File: src/hdl/sram_host_pkg.sv
package sram_host_pkg;
   localparam int ADDR_W = 15;
   localparam int DATA_W = 8;
   localparam int CLK_PERIOD_NS = 100;
   localparam int T_RC_NS = 70;
   localparam int T_AA_NS = 70;
   localparam int T_DOE_NS = 35;
   localparam int T_WC_NS = 70;
   localparam int T_SCE_NS = 60;
   localparam int T_PWE_NS = 50;
   localparam int T_SD_NS = 30;
   localparam int T_HZOE_NS = 25;
   localparam int CNT_W = 4;
   // Least times round up, never below one cycle
   function automatic int cyc(input int ns);
      int c;
      c = (ns + CLK_PERIOD_NS - 1) / CLK_PERIOD_NS;
      return (c < 1) ? 1 : c;
   endfunction
   localparam logic [CNT_W-1:0] RD_CYC =
      CNT_W'(cyc((T_AA_NS > T_RC_NS) ? T_AA_NS : T_RC_NS));
   localparam logic [CNT_W-1:0] WR_CYC =
      CNT_W'(cyc((T_SCE_NS > T_PWE_NS) ? T_SCE_NS : T_PWE_NS));
   localparam logic [CNT_W-1:0] WC_CYC = CNT_W'(cyc(T_WC_NS));
   localparam logic [CNT_W-1:0] SD_CYC = CNT_W'(cyc(T_SD_NS));
   localparam logic [CNT_W-1:0] HZ_CYC = CNT_W'(cyc(T_HZOE_NS));
   localparam logic [CNT_W-1:0] DOE_CYC = CNT_W'(cyc(T_DOE_NS));
endpackage

File: src/hdl/sram_host.sv
`timescale 1ns/1ns
module sram_host
(
   input wire logic clk_sys_in,
   input wire logic rst_in,
   input wire logic req_valid_in,
   input wire logic req_write_in,
   input wire logic [sram_host_pkg::ADDR_W-1:0] req_addr_in,
   input wire logic [sram_host_pkg::DATA_W-1:0] req_wdata_in,
   output logic req_ready_out,
   output logic rsp_valid_out,
   output logic [sram_host_pkg::DATA_W-1:0] rsp_rdata_out,
   output logic [sram_host_pkg::ADDR_W-1:0] word_address_out,
   output logic chip_sel_n_out,
   output logic write_n_out,
   output logic out_en_n_out,
   input wire logic [sram_host_pkg::DATA_W-1:0] data_lines_in,
   output logic [sram_host_pkg::DATA_W-1:0] data_lines_out,
   output logic data_lines_oe_out
);
   ////////////////////////////////////////////////////////////////////////
   typedef enum logic [2:0] {IDLE, RD, WR_TURN, WR, RECOVER} state_type;

   state_type state_q, state_d;
   logic [sram_host_pkg::CNT_W-1:0] cnt_q, cnt_d;
   logic [sram_host_pkg::ADDR_W-1:0] addr_q, addr_d;
   logic [sram_host_pkg::DATA_W-1:0] wdata_q, wdata_d;
   logic [sram_host_pkg::DATA_W-1:0] rdata_q, rdata_d;
   logic cs_n_q, cs_n_d;
   logic we_n_q, we_n_d;
   logic oe_n_q, oe_n_d;
   logic drive_q, drive_d;
   logic rsp_q, rsp_d;
   logic last_cycle;

   // Every phase but IDLE ends on the cycle its counter reaches one
   assign last_cycle = (cnt_q == 4'h1);

   ////////////////////////////////////////////////////////////////////////
   // Sequencer: the phase and the cycles left in it
   always_comb
   begin
      state_d = state_q;
      cnt_d = cnt_q;
      unique case (state_q)
         IDLE:
         begin
            if (req_valid_in)
            begin
               if (req_write_in)
               begin
                  // Wait for the bus to float before driving it
                  state_d = WR_TURN;
                  cnt_d = sram_host_pkg::HZ_CYC;
               end
               else
               begin
                  state_d = RD;
                  cnt_d = (sram_host_pkg::RD_CYC > sram_host_pkg::DOE_CYC)
                     ? sram_host_pkg::RD_CYC : sram_host_pkg::DOE_CYC;
               end
            end
         end
         RD:
         begin
            // Sample once every access time has elapsed
            if (last_cycle)
            begin
               state_d = RECOVER;
               cnt_d = sram_host_pkg::HZ_CYC;
            end
            else
            begin
               cnt_d = cnt_q - 4'h1;
            end
         end
         WR_TURN:
         begin
            if (last_cycle)
            begin
               state_d = WR;
               // Strobe width covers select, strobe, data set-up and cycle
               cnt_d = (sram_host_pkg::WR_CYC > sram_host_pkg::WC_CYC)
                  ? sram_host_pkg::WR_CYC : sram_host_pkg::WC_CYC;
               if (sram_host_pkg::SD_CYC > cnt_d)
                  cnt_d = sram_host_pkg::SD_CYC;
            end
            else
            begin
               cnt_d = cnt_q - 4'h1;
            end
         end
         WR:
         begin
            if (last_cycle)
            begin
               // One cycle of data hold follows the end of the write
               state_d = RECOVER;
               cnt_d = 4'h1;
            end
            else
            begin
               cnt_d = cnt_q - 4'h1;
            end
         end
         RECOVER:
         begin
            if (last_cycle)
            begin
               state_d = IDLE;
            end
            else
            begin
               cnt_d = cnt_q - 4'h1;
            end
         end
      endcase
   end

   always_ff @(posedge clk_sys_in or posedge rst_in)
   begin
      if (rst_in)
      begin
         state_q <= IDLE;
         cnt_q <= 4'h0;
      end
      else
      begin
         state_q <= state_d;
         cnt_q <= cnt_d;
      end
   end

   ////////////////////////////////////////////////////////////////////////
   // Pins: address, write data and the three strobes
   always_comb
   begin
      addr_d = addr_q;
      wdata_d = wdata_q;
      cs_n_d = cs_n_q;
      we_n_d = we_n_q;
      oe_n_d = oe_n_q;
      drive_d = drive_q;
      unique case (state_q)
         IDLE:
         begin
            // Deselected between accesses, so the memory idles in standby
            cs_n_d = 1'b1;
            we_n_d = 1'b1;
            oe_n_d = 1'b1;
            drive_d = 1'b0;
            if (req_valid_in)
            begin
               // Address set together with select, and with the output enable on a read; the write strobe comes later
               addr_d = req_addr_in;
               wdata_d = req_wdata_in;
               cs_n_d = 1'b0;
               if (!req_write_in)
               begin
                  oe_n_d = 1'b0;
               end
            end
         end
         RD:
         begin
            if (last_cycle)
            begin
               oe_n_d = 1'b1;
               cs_n_d = 1'b1;
            end
         end
         WR_TURN:
         begin
            if (last_cycle)
            begin
               drive_d = 1'b1;
               we_n_d = 1'b0;
            end
         end
         WR:
         begin
            if (last_cycle)
            begin
               // Strobe and select rise together; data and address held
               // through this edge, so zero hold is met
               we_n_d = 1'b1;
               cs_n_d = 1'b1;
            end
         end
         RECOVER:
         begin
            // Release data one cycle after the write ends
            drive_d = 1'b0;
         end
      endcase
   end

   always_ff @(posedge clk_sys_in or posedge rst_in)
   begin
      if (rst_in)
      begin
         addr_q <= 15'h0000;
         wdata_q <= 8'h00;
         cs_n_q <= 1'b1;
         we_n_q <= 1'b1;
         oe_n_q <= 1'b1;
         drive_q <= 1'b0;
      end
      else
      begin
         addr_q <= addr_d;
         wdata_q <= wdata_d;
         cs_n_q <= cs_n_d;
         we_n_q <= we_n_d;
         oe_n_q <= oe_n_d;
         drive_q <= drive_d;
      end
   end

   ////////////////////////////////////////////////////////////////////////
   // Response: read data is caught once and held until the next read
   always_comb
   begin
      rdata_d = rdata_q;
      rsp_d = 1'b0;
      if ((state_q == RD) && last_cycle)
      begin
         rdata_d = data_lines_in;
         rsp_d = 1'b1;
      end
   end

   always_ff @(posedge clk_sys_in or posedge rst_in)
   begin
      if (rst_in)
      begin
         rdata_q <= 8'h00;
         rsp_q <= 1'b0;
      end
      else
      begin
         rdata_q <= rdata_d;
         rsp_q <= rsp_d;
      end
   end

   ////////////////////////////////////////////////////////////////////////
   assign req_ready_out = (state_q == IDLE);
   assign rsp_valid_out = rsp_q;
   assign rsp_rdata_out = rdata_q;
   assign word_address_out = addr_q;
   assign chip_sel_n_out = cs_n_q;
   assign write_n_out = we_n_q;
   assign out_en_n_out = oe_n_q;
   assign data_lines_out = wdata_q;
   assign data_lines_oe_out = drive_q;
endmodule

File: config.mk
export PLATFORM = sky130hd
export DESIGN_NAME = sram_host
export DESIGN_NICKNAME = d
export VERILOG_FILES = /design/src/hdl/sram_host_pkg.sv /design/src/hdl/sram_host.sv
export SDC_FILE = /design/constraint.sdc
export NUM_CORES = 1
export LEC_CHECK = 0
export BUFFER_PORTS_ARGS = -buffer_cell sky130_fd_sc_hd__buf_2
export CAP_MARGIN = 20
export CELL_PAD_IN_SITES_DETAIL_PLACEMENT = 1
export CELL_PAD_IN_SITES_GLOBAL_PLACEMENT = 1
export CORE_ASPECT_RATIO = 0.5
export CORE_UTILIZATION = 38
export CTS_CLUSTER_SIZE = 25
export DETAILED_ROUTE_END_ITERATION = 10
export GPL_TIMING_DRIVEN = 0
export PLACE_DENSITY = 0.77
export SYNTH_ARGS = -nofsm -noshare
export SYNTH_HDL_FRONTEND = slang
export SYNTH_SLANG_ARGS = --single-unit
export TNS_END_PERCENT = 50
File: constraint.sdc
create_clock -name clk_sys_in -period 1.76 [get_ports clk_sys_in]
set_input_delay 0.44 -clock clk_sys_in [delete_from_list [all_inputs] [get_ports clk_sys_in]]
set_output_delay 0.44 -clock clk_sys_in [all_outputs]
set_load 0.02 [all_outputs]
======== After elaboration in Yosys (flattened, before gate mapping) ========
Index checks and enable logic that the tools add are counted.
storage, ports and cells
  flip-flop bits (word level) ............. 43
  bits in latches ......................... 0
  RAM bits ................................ 0
  bits in read-only memories .............. 0
  bits of input ports ..................... 35
  output and inout port bits .............. 37
  memories ................................ 0
cells by class
  add/sub/neg operators ................... 1
  multipliers ............................. 0
  div/mod/pow operators ................... 0
  $lt $le $gt $ge ......................... 0
  equality and inequality tests ........... 12
  shift-type cells ........................ 0
  mux-type cells .......................... 20
  bitwise gates (word level) .............. 0
  reductions and logical operators ........ 16
operators by type and width
  cell                 number
  $mux 3               4
  $mux 4               3
  $ne 2x2->1 const B   6
  $pmux 3 s4           1
  $pmux 4 s3           1
  $reduce_and 2->1     5
  $eq 3x2->1 const B   2
  $mux 1               6
  $pmux 1 s2           3
  $reduce_bool 2->1    3
  $eq 4x1->1 const B   1
  $reduce_and 4->1     1
  $reduce_or 2->1      2
  $sub 4x1->4 const B  1
  $eq 3x1->1 const B   1
  $eq 3x3->1 const B   1
  $logic_not 3->1      1
  $pmux 1 s3           1
  $reduce_and 3->1     1
  $reduce_bool 3->1    1
  $reduce_or 3->1      1
  $mux 2               1
  $ne 2x1->1 const B   1
  $logic_and 1x1->1    1

======== Longest topological paths before layout ========
  word-level depth ........................ 4
  mapped depth ............................ 6

======== Worst setup path before layout ========
Ideal clock, no wire load.
  path type ............................... reg2out
  start ................................... register state_q[2]
  end ..................................... output port req_ready_out
  arrival time ............................ 1.191 ns
  path slack .............................. 0.129 ns
  cell stages (with the launch flop) ...... 3
  cell sequence ........................... dfrtp_1 -> buf_2 -> nor3_1
on the way
  longest elaborated chain between the ends .. 1
ends and longest elaborated chain
  element                 line              text
  from (decl)             sram_host.sv:24   state_type state_q, state_d;
  from (signal assigned)  sram_host.sv:129  state_q <= state_d;
  $logic_not 3->1         sram_host.sv:248  assign req_ready_out = (state_q == IDLE);
  to (decl)               sram_host.sv:10   output logic req_ready_out,
Every way passes these cells.

======== Worst setup path after layout ========
Same ends and word-level chain as after synthesis.

==> flow_summary.toml <==
[critical_path]
crit_path_start_kind = "flop"
critPathLaunch = "state_q[2]"
r2r-start = "cnt_q[1]"
required_ns = 1.32
cp_max_fo = 10
worstSetupEndpointType = "output pin"
arrival_ns = 1.28
path_class = "reg -> out"

[route]
vias_per_cell = 4.85
drtPass1Iterations = 4
drt_iter0_markers = 37
drt.antenna.violating_nets = 0
post-route-drc-count = 0
vias = 1430
drt_wl_total_mm = 4.35
wl_per_cell_um = 14.7

[job]
maxCapViolations = 0

[layout]
fillers = 517
syn_to_final_growth_pct = 33.2
fin_util_pct = 55.3
antenna_cells = 0
final_area_mm2 = 0.00255
fin_nets = 265
drive_gt1_share_pct = 59.4

[grt]
overflow = 0
antenna_found_initial = 0
grt_usage_pct = 17.3
grt_pass1_wl_mm = 6.83
grt_max_degree = 44
grt_pass1_vias = 1459

[floorplan]
rows = 17
core_area_mm2 = 0.00462
die_h_um = 52.2
io-pin-count = 72
start_util_pct = 41.5
die_x_um = 102
dieArea_mm2 = 0.00535

[synthesis]
synthArstFlopShare_pct = 100
syn_nets = 179
synth_area_leader_cell = "dfrtp_1"
synth.yosys.seq_area_share_pct = 56.4
synthTopCellsByArea = "dfrtp_1 (52%), mux2_2 (18%), dfstp_2 (4.1%)"
synthesis.instances = 142
avgSynthCellArea_um2 = 13.5
yosysMostFrequentCell = "dfrtp_1"
yosysWarnings = 0
ys_ff_latch = 43
syn-cell-area_mm2 = 0.00192
synth_flop_cell = "dfrtp_1"
yosys.cell_types.count = 41
yosysTopAreaCellShare_pct = 52.3
netlist_top_cells_count = "dfrtp_1 (40), mux2_2 (31), a21oi_1 (5), inv_1 (5), nor2_1 (5)"
synth_edf_count = 0

[outcome]
run_status = "finished, final reports clean"

[clock_network]
cts_root_buf = "clkbuf_8"
clockBufferDepth = 2
clk_latency_ns = 0.29
hold_buffers = 0
cts_buffers = 5
h-tree-depth = 2
clk_pin_slew_worst_paths_ns = 0.08
clock_sinks = 43
cts_tree = "yes"

[placement]
gp_congestion = 0.737
postPlaceCellArea_mm2 = 0.00235
port_buffers = 71
dpl.hpwl_mm = 3.16

[timing]
slew_headroom_pct = 41.2
final.min_clock_period_ns = 1.72
max_freq_mhz = 581
slew_viol_final = 0
finalHoldViolations = 0
fin_crit_sh_pct = 97.7
clock_skew_ns = 0.00605
setup_viol = 0
tightest_slew_ns = 0.881

[power_and_ir_drop]
power.density_mw_per_mm2 = 1910
vdd_ir_drop_max_mv = 0.873
p_leak_uw = 0.00119

[min_path]
hold_class = "in -> async"
==> through the flow <==
stage	hold WS, ns	setup TNS, ns	power (uW)	setup slack [ns]	std cells
2_1_floorplan	0.500	0	3340	0.129	142
3_3_place_gp	0.460	-9.23	3970	-0.233	279
3_5_place_dp	0.474	-0.433	4070	-0.0375	279
4_1_cts	0.364	0	4840	0.000506	288
5_1_grt	0.355	-0.0108	5200	-0.00533	295
6_report	0.334	0	4890	0.0398	295
==> routing by layer <==
metal	up-vias	wire (um)	global-route usage, %
li1	676	-	-
met1	723	1860	21.1
met4	0	27	3.57
met5	-	0	0
met2	29	2340	31.5
met3	2	121	4.40
==> critical path, stage by stage, from the launching register on <==
cell and delay [ns]:
dfrtp_2 0.43, buf_4 0.19, nor3_4 0.23, buf_6 0.15
==> sequential cells by signal, summed over array words and instances (netlist names) <==
signal             cells
rsp_valid_out          1
chip_sel_n_out         1
write_n_out            1
state_q                3
data_lines_oe_out      1
cnt_q                  4
data_lines_out         8
rsp_rdata_out          8
word_address_out      15
out_en_n_out           1
==> placed cells by master (no fill, tap or decap), types with 2 or more instances in the layout <==
master and count:
a21oi_1 5, buf_2 71, buf_4 9, buf_6 5, clkbuf_1 2, clkbuf_8 7
dfrtp_1 39, dfstp_2 3, inv_1 4, mux2_2 31, nand2_1 4, nand3b_1 4
nor2_1 5, nor2b_1 2, nor3_1 2, nor4_1 2, o211ai_1 2, or4_1 2
xnor2_1 2
==> cells by family (layout without fill, tap and decap cells) <==
| family | Yosys count | count (layout) | synth area share, % |
|---|---|---|---|
| mux | 33 | 33 | 19.3 |
| simple gates | 30 | 30 | 11.1 |
| fa+ha+maj | 2 | 2 | 1.31 |
| buf+inv | 13 | 100 | 4.05 |
| compound gates | 18 | 18 | 6.47 |
| xor+xnor | 3 | 3 | 1.37 |
| flops | 43 | 43 | 56.4 |
==> cell type report <==
type	count	area (um2)	area share [%]
plain buffers	8	65.1	2.55
clock buffers	7	96.3	3.78
clock inverters	1	7.51	0.294
inverters	5	18.8	0.736
multi-input cells	86	778	30.5
flip-flops and latches	43	1080	42.4
well taps	66	82.6	3.24
repair buffers	79	422	16.5
==> power by group <==
part           switching [uW]  internal, uW
Combinational            1370          1110
Clock                     326           357
Sequential                250          1470
Total                    1940          2940
==> repair_timing <==
| action | in CTS | in global routing |
|---|---|---|
| resized for setup | 6 | 3 |
| endpoints found under the hold margin | 0 | 0 |
| buffers inserted | 1 | 7 |
| setup endpoints to repair | 1 | 27 |
| pin swaps | 0 | 3 |
==> path summary, 6_finish.rpt <==
kind / endpoint / slack [ns] / cells after the start
setup reg to reg: rsp_rdata_out[1] / 0.10 / 6
setup / recovery: req_ready_out / 0.04 / 3
min in group clk_sys_in: word_address_out[9] / 0.37 / 2
hold / removal: rsp_rdata_out[7] / 0.33 / 2
max in group asynchronous: state_q[2] / 0.81 / 2
hold reg to reg: write_n_out / 0.48 / 2
Note: power is estimated with default switching activity, not from simulation.
